--- config.mk ---
export PLATFORM = sky130hd
export DESIGN_NAME = cfd_config_fuse_decode
export DESIGN_NICKNAME = d
export VERILOG_FILES = /design/src/cfd_pkg.sv /design/src/cfd_config_fuse_decode.sv
export SDC_FILE = /design/constraint.sdc
export NUM_CORES = 1
export LEC_CHECK = 0
export BUFFER_PORTS_ARGS = -buffer_cell sky130_fd_sc_hd__buf_2
export CAP_MARGIN = 20
export CORE_MARGIN = 2
export CORE_UTILIZATION = 56
export CTS_BUF_LIST = sky130_fd_sc_hd__clkbuf_16
export CTS_CLUSTER_SIZE = 8
export DETAILED_ROUTE_END_ITERATION = 10
export PLACE_DENSITY = 0.83
export SLEW_MARGIN = 20
export SYNTH_ARGS = -nofsm -noshare
export SYNTH_HDL_FRONTEND = slang
export SYNTH_SLANG_ARGS = --single-unit
--- constraint.sdc ---
create_clock -name core_clk -period 4.35 [get_ports core_clk]
set_input_delay 0.87 -clock core_clk [delete_from_list [all_inputs] [get_ports core_clk]]
set_output_delay 0.87 -clock core_clk [all_outputs]
set_load 0.1 [all_outputs]
--- src/cfd_pkg.sv ---
// Constants and types shared by the configuration fuse decoder.
package cfd_pkg;

    localparam int ADDR_W = 24;
    localparam int NUM_CFG = 8;

    // Locations of the configuration bytes in the configuration space.
    localparam logic [23:0] BOOT_SEG_CFG_ADDR = 24'hF80000;
    localparam logic [23:0] GEN_SEG_CFG_ADDR = 24'hF80004;
    localparam logic [23:0] OSC_SEL_CFG_ADDR = 24'hF80006;
    localparam logic [23:0] OSC_CFG_ADDR = 24'hF80008;
    localparam logic [23:0] WDT_CFG_ADDR = 24'hF8000A;
    localparam logic [23:0] POR_CFG_ADDR = 24'hF8000C;
    localparam logic [23:0] DBG_CFG_ADDR = 24'hF8000E;
    localparam logic [23:0] DSLP_CFG_ADDR = 24'hF80010;
    localparam logic [23:0] CFG_SPACE_BASE = 24'h800000;

    // Array indices of the configuration bytes.
    localparam logic [2:0] IDX_BOOT = 3'h0;
    localparam logic [2:0] IDX_GEN = 3'h1;
    localparam logic [2:0] IDX_OSC_SEL = 3'h2;
    localparam logic [2:0] IDX_OSC = 3'h3;
    localparam logic [2:0] IDX_WDT = 3'h4;
    localparam logic [2:0] IDX_POR = 3'h5;
    localparam logic [2:0] IDX_DBG = 3'h6;
    localparam logic [2:0] IDX_DSLP = 3'h7;

    // Implemented-bit masks; unimplemented bits read as zero.
    localparam logic [7:0] BOOT_IMPL_MASK = 8'h0F;
    localparam logic [7:0] GEN_IMPL_MASK = 8'h03;
    localparam logic [7:0] OSC_SEL_IMPL_MASK = 8'hE7;
    localparam logic [7:0] FULL_MASK = 8'hFF;
    localparam logic [7:0] ERASED_BYTE = 8'hFF;

    // Field positions.
    localparam int BOOT_WRP_BIT = 0;
    localparam int BOOT_BSS_LSB = 1;
    localparam int GEN_WRP_BIT = 0;
    localparam int GEN_CP_BIT = 1;
    localparam int OSC_TWO_SPEED_BIT = 7;
    localparam int OSC_LOW_POWER_RC_OSCILLATOR_PWR_BIT = 6;
    localparam int OSC_SECONDARY_OSCILLATOR_SRC_BIT = 5;
    localparam int OSC_INIT_LSB = 0;

    // Boot segment size and security codes.
    localparam logic [2:0] BSS_NONE = 3'h7;
    localparam logic [2:0] BSS_RESERVED = 3'h3;
    localparam logic [2:0] BSS_STD_SMALL = 3'h6;
    localparam logic [2:0] BSS_HIGH_SMALL = 3'h2;
    localparam logic [2:0] BSS_STD_MID = 3'h5;
    localparam logic [2:0] BSS_HIGH_MID = 3'h1;
    localparam logic [2:0] BSS_STD_LARGE = 3'h4;
    localparam logic [2:0] BSS_HIGH_LARGE = 3'h0;

    // Boot segment bounds.
    localparam logic [23:0] BOOT_SEG_START = 24'h000200;
    localparam logic [23:0] BOOT_END_SMALL = 24'h000AFE;
    localparam logic [23:0] BOOT_END_MID = 24'h0015FE;
    localparam logic [23:0] BOOT_END_LARGE = 24'h002BFE;

    typedef enum logic [2:0] {
        CFD_OSC_FAST_RC = 3'h0,
        CFD_OSC_FAST_RC_DIV_PLL = 3'h1,
        CFD_OSC_PRIMARY = 3'h2,
        CFD_OSC_PRIMARY_PLL = 3'h3,
        CFD_OSC_SECONDARY = 3'h4,
        CFD_OSC_LOW_POWER_RC = 3'h5,
        CFD_OSC_LOW_POWER_FAST_RC_DIV = 3'h6,
        CFD_OSC_FAST_RC_DIVIDED = 3'h7
    } cfd_osc_e;

    typedef enum logic [1:0] {
        CFD_ST_INIT = 2'h0,
        CFD_ST_LOAD = 2'h1,
        CFD_ST_READY = 2'h3
    } cfd_state_e;

endpackage : cfd_pkg

--- src/cfd_config_fuse_decode.sv ---
// Configuration byte store, table access port, power-on decode and self-write protection.
`timescale 1ns/10ps
module cfd_config_fuse_decode #(
    parameter logic [63:0] CFG_INIT = 64'hFFFF_FFFF_FFFF_FFFF,
    parameter int ADDR_WIDTH = cfd_pkg::ADDR_W
) (
    input wire logic core_clk,
    input wire logic rst_n,
    input wire logic tbl_rd,
    input wire logic tbl_wr,
    input wire logic [ADDR_WIDTH-1:0] tbl_addr,
    input wire logic [7:0] tbl_wdata,
    output logic [7:0] tbl_rdata,
    output logic tbl_rvalid,
    input wire logic self_wr_req,
    input wire logic [ADDR_WIDTH-1:0] self_wr_addr,
    output logic self_wr_accept,
    output logic self_wr_reject,
    output logic cfg_loaded,
    output logic boot_segment_present,
    output logic boot_high_security,
    output logic [ADDR_WIDTH-1:0] boot_segment_end,
    output logic boot_write_protect,
    output logic general_code_protect,
    output logic general_write_protect,
    output logic two_speed_startup_enable,
    output logic low_power_rc_power_select,
    output logic secondary_osc_pin_source,
    output cfd_pkg::cfd_osc_e initial_oscillator_select
);

    if (ADDR_WIDTH != cfd_pkg::ADDR_W) begin : g_width_check
        $error("cfd_config_fuse_decode supports only a 24-bit address");
    end
    if (cfd_pkg::NUM_CFG * 8 != $bits(CFG_INIT)) begin : g_image_check
        $error("cfd_config_fuse_decode needs one image byte per configuration byte");
    end

    // Maps an address to a configuration byte index; bit 3 flags a hit.
    function automatic logic [3:0] cfd_addr_index(input logic [23:0] addr);
        case (addr)
            cfd_pkg::BOOT_SEG_CFG_ADDR: cfd_addr_index = {1'b1, cfd_pkg::IDX_BOOT};
            cfd_pkg::GEN_SEG_CFG_ADDR: cfd_addr_index = {1'b1, cfd_pkg::IDX_GEN};
            cfd_pkg::OSC_SEL_CFG_ADDR: cfd_addr_index = {1'b1, cfd_pkg::IDX_OSC_SEL};
            cfd_pkg::OSC_CFG_ADDR: cfd_addr_index = {1'b1, cfd_pkg::IDX_OSC};
            cfd_pkg::WDT_CFG_ADDR: cfd_addr_index = {1'b1, cfd_pkg::IDX_WDT};
            cfd_pkg::POR_CFG_ADDR: cfd_addr_index = {1'b1, cfd_pkg::IDX_POR};
            cfd_pkg::DBG_CFG_ADDR: cfd_addr_index = {1'b1, cfd_pkg::IDX_DBG};
            cfd_pkg::DSLP_CFG_ADDR: cfd_addr_index = {1'b1, cfd_pkg::IDX_DSLP};
            default: cfd_addr_index = 4'h0;
        endcase
    endfunction : cfd_addr_index

    // Mask of the bits that exist in a given configuration byte.
    function automatic logic [7:0] cfd_impl_mask(input logic [2:0] idx);
        case (idx)
            cfd_pkg::IDX_BOOT: cfd_impl_mask = cfd_pkg::BOOT_IMPL_MASK;
            cfd_pkg::IDX_GEN: cfd_impl_mask = cfd_pkg::GEN_IMPL_MASK;
            cfd_pkg::IDX_OSC_SEL: cfd_impl_mask = cfd_pkg::OSC_SEL_IMPL_MASK;
            default: cfd_impl_mask = cfd_pkg::FULL_MASK;
        endcase
    endfunction : cfd_impl_mask

    // Last address of the boot segment for a size code, zero when absent.
    function automatic logic [23:0] cfd_boot_end(input logic [2:0] bss);
        case (bss)
            cfd_pkg::BSS_STD_SMALL, cfd_pkg::BSS_HIGH_SMALL: cfd_boot_end = cfd_pkg::BOOT_END_SMALL;
            cfd_pkg::BSS_STD_MID, cfd_pkg::BSS_HIGH_MID: cfd_boot_end = cfd_pkg::BOOT_END_MID;
            cfd_pkg::BSS_STD_LARGE, cfd_pkg::BSS_HIGH_LARGE: cfd_boot_end = cfd_pkg::BOOT_END_LARGE;
            default: cfd_boot_end = 24'h000000;
        endcase
    endfunction : cfd_boot_end

    // Nonvolatile byte store, reloaded from the programmed image at reset.
    logic [7:0] cfg_mem_r [cfd_pkg::NUM_CFG];
    logic [7:0] cfg_mem_nxt [cfd_pkg::NUM_CFG];
    cfd_pkg::cfd_state_e state_r;
    cfd_pkg::cfd_state_e state_nxt;
    logic loaded_r;
    logic loaded_nxt;
    logic [7:0] tbl_rdata_r;
    logic [7:0] tbl_rdata_nxt;
    logic tbl_rvalid_r;
    logic tbl_rvalid_nxt;
    logic wr_accept_r;
    logic wr_accept_nxt;
    logic wr_reject_r;
    logic wr_reject_nxt;
    logic present_r;
    logic present_nxt;
    logic high_sec_r;
    logic high_sec_nxt;
    logic [23:0] boot_end_r;
    logic [23:0] boot_end_nxt;
    logic boot_wp_r;
    logic boot_wp_nxt;
    logic gen_cp_r;
    logic gen_cp_nxt;
    logic gen_wp_r;
    logic gen_wp_nxt;
    logic two_speed_r;
    logic two_speed_nxt;
    logic low_power_rc_oscillator_pwr_r;
    logic low_power_rc_oscillator_pwr_nxt;
    logic secondary_oscillator_src_r;
    logic secondary_oscillator_src_nxt;
    cfd_pkg::cfd_osc_e init_osc_r;
    cfd_pkg::cfd_osc_e init_osc_nxt;
    logic [3:0] rd_hit;
    logic [3:0] wr_hit;
    logic [2:0] bss_code;
    logic in_boot;
    logic in_general;
    logic early_blocked;
    logic boot_blocked;
    logic general_blocked;

    assign rd_hit = cfd_addr_index(tbl_addr);
    assign wr_hit = cfd_addr_index(tbl_addr);
    assign bss_code = cfg_mem_r[cfd_pkg::IDX_BOOT][cfd_pkg::BOOT_BSS_LSB +: 3];
    // The boot range is tested first so that a boot address is never also judged as general code.
    assign in_boot = present_r && self_wr_addr >= cfd_pkg::BOOT_SEG_START && self_wr_addr <= boot_end_r;
    assign in_general = !in_boot && self_wr_addr < cfd_pkg::CFG_SPACE_BASE;
    // A write is rejected until the fields are latched, since the protect bits are not yet known.
    assign early_blocked = state_r != cfd_pkg::CFD_ST_READY;
    assign boot_blocked = in_boot && boot_wp_r;
    assign general_blocked = in_general && gen_wp_r;

    // Table access port into the configuration store.
    always_comb begin
        for (int i = 0; i < cfd_pkg::NUM_CFG; i++) begin
            cfg_mem_nxt[i] = cfg_mem_r[i];
        end
        tbl_rvalid_nxt = tbl_rd;
        // Data is zero outside a read so that the bus never shows a stale byte.
        tbl_rdata_nxt = 8'h00;
        if (tbl_rd && rd_hit[3]) begin
            tbl_rdata_nxt = cfg_mem_r[rd_hit[2:0]] & cfd_impl_mask(rd_hit[2:0]);
        end
        // Only the general byte is clear-only; other bytes are stored whole and masked on read.
        if (tbl_wr && wr_hit[3]) begin
            if (wr_hit[2:0] == cfd_pkg::IDX_GEN) begin
                cfg_mem_nxt[cfd_pkg::IDX_GEN] = cfg_mem_r[cfd_pkg::IDX_GEN] & (tbl_wdata | ~cfd_pkg::GEN_IMPL_MASK);
            end else begin
                cfg_mem_nxt[wr_hit[2:0]] = tbl_wdata;
            end
        end
    end

    always_ff @(posedge core_clk) begin
        if (!rst_n) begin
            for (int i = 0; i < cfd_pkg::NUM_CFG; i++) begin
                cfg_mem_r[i] <= CFG_INIT[i*8 +: 8];
            end
            tbl_rvalid_r <= 1'b0;
            tbl_rdata_r <= 8'h00;
        end else begin
            for (int i = 0; i < cfd_pkg::NUM_CFG; i++) begin
                cfg_mem_r[i] <= cfg_mem_nxt[i];
            end
            tbl_rvalid_r <= tbl_rvalid_nxt;
            tbl_rdata_r <= tbl_rdata_nxt;
        end
    end

    // Decode after reset; the decoded fields then stay fixed until the next reset.
    always_comb begin
        state_nxt = state_r;
        present_nxt = present_r;
        high_sec_nxt = high_sec_r;
        boot_end_nxt = boot_end_r;
        boot_wp_nxt = boot_wp_r;
        gen_cp_nxt = gen_cp_r;
        gen_wp_nxt = gen_wp_r;
        two_speed_nxt = two_speed_r;
        low_power_rc_oscillator_pwr_nxt = low_power_rc_oscillator_pwr_r;
        secondary_oscillator_src_nxt = secondary_oscillator_src_r;
        init_osc_nxt = init_osc_r;
        case (state_r)
            cfd_pkg::CFD_ST_INIT: begin
                state_nxt = cfd_pkg::CFD_ST_LOAD;
            end
            cfd_pkg::CFD_ST_LOAD: begin
                state_nxt = cfd_pkg::CFD_ST_READY;
                // The reserved code is folded into the no-segment case so it never opens a protected range.
                present_nxt = bss_code != cfd_pkg::BSS_NONE && bss_code != cfd_pkg::BSS_RESERVED;
                high_sec_nxt = present_nxt && !bss_code[2];
                boot_end_nxt = cfd_boot_end(bss_code);
                boot_wp_nxt = !cfg_mem_r[cfd_pkg::IDX_BOOT][cfd_pkg::BOOT_WRP_BIT];
                gen_cp_nxt = !cfg_mem_r[cfd_pkg::IDX_GEN][cfd_pkg::GEN_CP_BIT];
                gen_wp_nxt = !cfg_mem_r[cfd_pkg::IDX_GEN][cfd_pkg::GEN_WRP_BIT];
                two_speed_nxt = cfg_mem_r[cfd_pkg::IDX_OSC_SEL][cfd_pkg::OSC_TWO_SPEED_BIT];
                low_power_rc_oscillator_pwr_nxt = cfg_mem_r[cfd_pkg::IDX_OSC_SEL][cfd_pkg::OSC_LOW_POWER_RC_OSCILLATOR_PWR_BIT];
                secondary_oscillator_src_nxt = cfg_mem_r[cfd_pkg::IDX_OSC_SEL][cfd_pkg::OSC_SECONDARY_OSCILLATOR_SRC_BIT];
                init_osc_nxt = cfd_pkg::cfd_osc_e'(cfg_mem_r[cfd_pkg::IDX_OSC_SEL][cfd_pkg::OSC_INIT_LSB +: 3]);
            end
            cfd_pkg::CFD_ST_READY: begin
                state_nxt = cfd_pkg::CFD_ST_READY;
            end
            default: begin
                state_nxt = cfd_pkg::CFD_ST_INIT;
            end
        endcase
        // The loaded flag follows the next state so that it rises on the same edge as the fields.
        loaded_nxt = state_nxt == cfd_pkg::CFD_ST_READY;
    end

    // Self-write screening; nothing is accepted until the fields are latched.
    // Exactly one of accept and reject pulses for each request.
    always_comb begin
        wr_accept_nxt = 1'b0;
        wr_reject_nxt = 1'b0;
        if (self_wr_req) begin
            if (early_blocked || boot_blocked || general_blocked) begin
                wr_reject_nxt = 1'b1;
            end else begin
                wr_accept_nxt = 1'b1;
            end
        end
    end

    always_ff @(posedge core_clk) begin
        if (!rst_n) begin
            wr_accept_r <= 1'b0;
            wr_reject_r <= 1'b0;
        end else begin
            wr_accept_r <= wr_accept_nxt;
            wr_reject_r <= wr_reject_nxt;
        end
    end

    always_ff @(posedge core_clk) begin
        if (!rst_n) begin
            // Before the decode the fields show the erased settings of an unprogrammed part.
            state_r <= cfd_pkg::CFD_ST_INIT;
            loaded_r <= 1'b0;
            present_r <= 1'b0;
            high_sec_r <= 1'b0;
            boot_end_r <= 24'h000000;
            boot_wp_r <= 1'b0;
            gen_cp_r <= 1'b0;
            gen_wp_r <= 1'b0;
            two_speed_r <= 1'b1;
            low_power_rc_oscillator_pwr_r <= 1'b1;
            secondary_oscillator_src_r <= 1'b1;
            init_osc_r <= cfd_pkg::CFD_OSC_FAST_RC_DIVIDED;
        end else begin
            state_r <= state_nxt;
            loaded_r <= loaded_nxt;
            present_r <= present_nxt;
            high_sec_r <= high_sec_nxt;
            boot_end_r <= boot_end_nxt;
            boot_wp_r <= boot_wp_nxt;
            gen_cp_r <= gen_cp_nxt;
            gen_wp_r <= gen_wp_nxt;
            two_speed_r <= two_speed_nxt;
            low_power_rc_oscillator_pwr_r <= low_power_rc_oscillator_pwr_nxt;
            secondary_oscillator_src_r <= secondary_oscillator_src_nxt;
            init_osc_r <= init_osc_nxt;
        end
    end

    assign tbl_rdata = tbl_rdata_r;
    assign tbl_rvalid = tbl_rvalid_r;
    assign self_wr_accept = wr_accept_r;
    assign self_wr_reject = wr_reject_r;
    assign cfg_loaded = loaded_r;
    assign boot_segment_present = present_r;
    assign boot_high_security = high_sec_r;
    assign boot_segment_end = boot_end_r;
    assign boot_write_protect = boot_wp_r;
    assign general_code_protect = gen_cp_r;
    assign general_write_protect = gen_wp_r;
    assign two_speed_startup_enable = two_speed_r;
    assign low_power_rc_power_select = low_power_rc_oscillator_pwr_r;
    assign secondary_osc_pin_source = secondary_oscillator_src_r;
    assign initial_oscillator_select = init_osc_r;

endmodule : cfd_config_fuse_decode

==> results.md <==
- The number of hold buffers added after cts is 0.
- The minimum period implied by the final worst setup slack is 3040 ps.
- The first TritonRoute pass finished after 4 iterations.
- The highest attainable clock frequency is 0.329 GHz.
- Dividing the detail-routed via count by the number of cells gives 5.41.
- After the flow finishes, the layout carries non-filler instances totaling 640.
- The worst setup path is captured at a flop.
- The synthesized flop and latch total is 81.
- The number of antenna diodes in the final layout is 0.
- The number of failing setup endpoints in the final timing report is 0.
- Across all layers, the routed design uses 3464 vias.
- After global routing the overflow that remains totals 0.
- The synthesized netlist contains 55 unique library cells.
- The largest total area in the synthesized netlist belongs to sky130_fd_sc_hd__dfxtp_1.
- The floorplan die area is 7970 um2.
- The relative slew slack is 0.463.
- The count of final hold-check violations is 0.
- By startpoint and endpoint, the worst setup path is classified as in -> reg.
- The cell at the root of the clock tree is sky130_fd_sc_hd__clkbuf_16.
- The count of nets left with antenna violations once routing finished came out at 0.
- For the final database, setup skew stands at 8.75 ps.
- The portion of synthesized cell area occupied by the leading cell type is 0.398.
- The most used flip-flop cell after synthesis is sky130_fd_sc_hd__dfxtp_1.
- The path type of the worst min-delay path is reg -> reg.
- The met3 demand-to-capacity share in global routing is 0.0536.
- The netlist area before placement is 4070 um2.
- TritonCTS built the clock tree.
- In the global route stage, overall resource usage came out at 0.234.
- The maximum level of the CTS H-tree is 3.
- Synthesis produced 462 cells.
- The share of post-route cells with drive strength above 1 is 0.253.
- The floorplan row count is 31.
- Yosys attributes the largest share of cell area to sky130_fd_sc_hd__dfxtp_1, sky130_fd_sc_hd__mux2i_1, sky130_fd_sc_hd__nand2_1, sky130_fd_sc_hd__nand3_1, sky130_fd_sc_hd__ha_1.
- The largest fanout on the critical path is 11.
- For this run, the number of Yosys warnings is 0.
- The met2 usage in global routing is 0.417.
- The net count of the finished layout is 610.
- The quantity of I/O buffers inserted on ports is 96.
- The congestion estimate from routability-driven global placement came to 0.906.
- At the placement stage, the worst setup path has a slack of 994 ps.
- The clock latency at the later pin of the worst-skew pair is 340 ps.
- Counting tap cells, the placed design contains a total of 624 instances.
- The register clock-pin slew on the reported worst setup and hold paths is 60 ps.
- The clock buffer count from CTS is 9.
- Setup repair after global routing left no endpoint under its margin.
- The initial antenna violation count was 0.
- The average wire length per cell after detail routing is 14.1 um.
- Counting the fill cells in the layout gives 613.
- After detailed routing, the number of remaining DRC violations is 0.
- The post-route total power is 0.00174 W.
- IR analysis of the VDD net gives a maximum drop of 261 uV.
- The run finished with clean final reports.
- 108 I/O pins were placed.
- The final worst hold slack is 464 ps.
- The initial core utilization is 0.571.
- For the pin with the worst max-slew slack, the measured transition is 802 ps.
- The fraction of the yosys area taken by sequential cells is 0.398.
- The final HPWL from detailed placement is 6690 um.
- The reported leakage power is 2.10 nW.
- After global routing, the most crowded layer is met2.
- The global routing met1 resource utilization is 0.267.
- The clock passes through at most 2 buffers.
- Entering global routing, the biggest net connects 72 pins.
- The core region is 7140 um2.
- The clock net in this run drives a total of 81 sinks.
- Data on the critical path is required at its endpoint by 4550 ps.
- The final period utilization is 0.699.
- The post-synthesis area per instance is 8.82 um2.
- The count of maximum capacitance violations is 0.
- The areal power density over the cells is 367 nW/um2.
- In this run the horizontal extent of the chip is 89.3 um.
- The chip height is 89.3 um.
- The number of global-route vias before repair is 3236.
- The arrival time at the worst endpoint is 3240 ps.
- The first-pass GRT wire length is 14300 um.
- Post-CTS repair changed the size of 0 cells.
- The number of DRC markers after the initial detailed-route iteration is 143.
- For this run, asynchronously set or reset flops after synthesis account for 0.
- The count of buffers added by post-CTS timing repair for setup is 0.
- The number of synthesized flops with an enable pin is 0.
- The count of pins over their slew limit came to 0.
- The worst setup path is launched from an input port.
- Adding up every negative setup slack in the final design gives 0 ps.
- The growth of design area from synthesis to finish is 16.5%.
- The worst path meets setup with 1310 ps of slack.
- The total detailed-routing wirelength is 9060 um.
registers in the layout, summed over array words and instances, names as in the netlist:
name and count:
cfg_mem_r 52, tbl_rdata 8, boot_segment_end 5, initial_oscillator_select 3, state_r 2, boot_high_security 1, boot_segment_present 1, boot_write_protect 1
general_code_protect 1, general_write_protect 1, low_power_rc_power_select 1, secondary_osc_pin_source 1, self_wr_accept 1, self_wr_reject 1, tbl_rvalid 1, two_speed_startup_enable 1
routing by layer:
metal,wire length [um],share of wire
met5,0,0
met1,3720,0.41
met4,184,0.020
met2,4640,0.51
met3,518,0.057
power by group:
| part | internal (W) | leakage [nW] | total (W) | switching [W] |
|---|---|---|---|---|
| logic | 0.0000542 | 1.30 | 0.000248 | 0.000193 |
| clock network | 0.000444 | 0.143 | 0.000738 | 0.000294 |
| registers | 0.000750 | 0.657 | 0.000755 | 0.00000534 |
| total | 0.00125 | 2.10 | 0.00174 | 0.000493 |
stage by stage:
stage	utilization	instance area, um2
after floorplan	-	4110
after global placement	0.623	4450
after detailed placement	0.623	4450
after CTS	0.665	4750
after global routing	0.665	4750
final	0.665	4750
Yosys cell counts, types with 2 or more instances:
cell / count
sky130_fd_sc_hd__nor3b_1: 2
sky130_fd_sc_hd__buf_6: 4
sky130_fd_sc_hd__nor3_1: 3
sky130_fd_sc_hd__buf_2: 12
sky130_fd_sc_hd__nand3_1: 35
sky130_fd_sc_hd__nand2b_1: 3
sky130_fd_sc_hd__xor2_1: 2
sky130_fd_sc_hd__nand4_1: 4
sky130_fd_sc_hd__a211oi_1: 2
sky130_fd_sc_hd__a21oi_1: 12
sky130_fd_sc_hd__o21ai_0: 17
sky130_fd_sc_hd__a31oi_1: 3
sky130_fd_sc_hd__and2_1: 6
sky130_fd_sc_hd__nor3_4: 2
sky130_fd_sc_hd__nor4bb_1: 3
sky130_fd_sc_hd__o21a_1: 2
sky130_fd_sc_hd__a21boi_0: 2
sky130_fd_sc_hd__nor2_1: 18
sky130_fd_sc_hd__mux2_2: 8
sky130_fd_sc_hd__mux4_2: 5
sky130_fd_sc_hd__nand3b_1: 2
sky130_fd_sc_hd__buf_4: 19
sky130_fd_sc_hd__ha_1: 13
sky130_fd_sc_hd__o21ai_1: 2
sky130_fd_sc_hd__inv_1: 10
sky130_fd_sc_hd__nor2b_1: 2
sky130_fd_sc_hd__nand2_1: 100
sky130_fd_sc_hd__mux2i_1: 41
sky130_fd_sc_hd__or4_1: 2
sky130_fd_sc_hd__a221oi_1: 2
sky130_fd_sc_hd__and3_1: 3
sky130_fd_sc_hd__clkbuf_1: 11
sky130_fd_sc_hd__dfxtp_1: 81
sky130_fd_sc_hd__nor4_1: 8
final timing paths:
check,from,end,slack (ps),depth (start not counted)
setup / recovery,tbl_addr[4],cfg_mem_r[6][6],1310,7
hold reg to reg,secondary_osc_pin_source,secondary_osc_pin_source,460,2
hold / removal,secondary_osc_pin_source,secondary_osc_pin_source,460,2
setup reg to reg,boot_segment_end[7],self_wr_reject,1700,9
cell type report:
cell class	count	area [um2]	area share
clock buffers	9	225	0.0475
inverters	10	37.5	0.00791
well taps	99	124	0.0261
clock inverters	7	71.3	0.0150
multi-input cells	335	2160	0.456
flip-flops and latches	81	1620	0.342
repair buffers	99	503	0.106
cells in the final DEF (no fill, tap or decap), types with 4 or more instances in the layout:
cell type / n
sky130_fd_sc_hd__a21oi_1: 12
sky130_fd_sc_hd__and2_1: 6
sky130_fd_sc_hd__buf_2: 96
sky130_fd_sc_hd__clkbuf_16: 9
sky130_fd_sc_hd__conb_1: 11
sky130_fd_sc_hd__dfxtp_1: 81
sky130_fd_sc_hd__ha_1: 13
sky130_fd_sc_hd__inv_1: 11
sky130_fd_sc_hd__mux2_2: 8
sky130_fd_sc_hd__mux2i_1: 41
sky130_fd_sc_hd__mux4_2: 5
sky130_fd_sc_hd__nand2_1: 100
sky130_fd_sc_hd__nand3_1: 35
sky130_fd_sc_hd__nand4_1: 4
sky130_fd_sc_hd__nor2_1: 18
sky130_fd_sc_hd__nor4_1: 8
sky130_fd_sc_hd__o21ai_0: 17
cell families after synthesis:
group	after synthesis	share of synthesized area
and+or+nand+nor	205	0.252
DFF	81	0.398
buffers and inverters	56	0.0802
muxes	54	0.150
AOI/OAI and AO/OA	49	0.0722
adders and majority gates	13	0.0399
xor gates and xnor gates	3	0.00645
other	1	0.000920
critical path, cell delays in order:
cell and delay, ps:
sky130_fd_sc_hd__buf_2 220, sky130_fd_sc_hd__or3b_2 500, sky130_fd_sc_hd__o22ai_1 220, sky130_fd_sc_hd__nor2b_4 320, sky130_fd_sc_hd__nor3b_2 710, sky130_fd_sc_hd__mux2i_1 310
sky130_fd_sc_hd__nand2_1 70
Note: power is estimated with default switching activity, not from simulation.
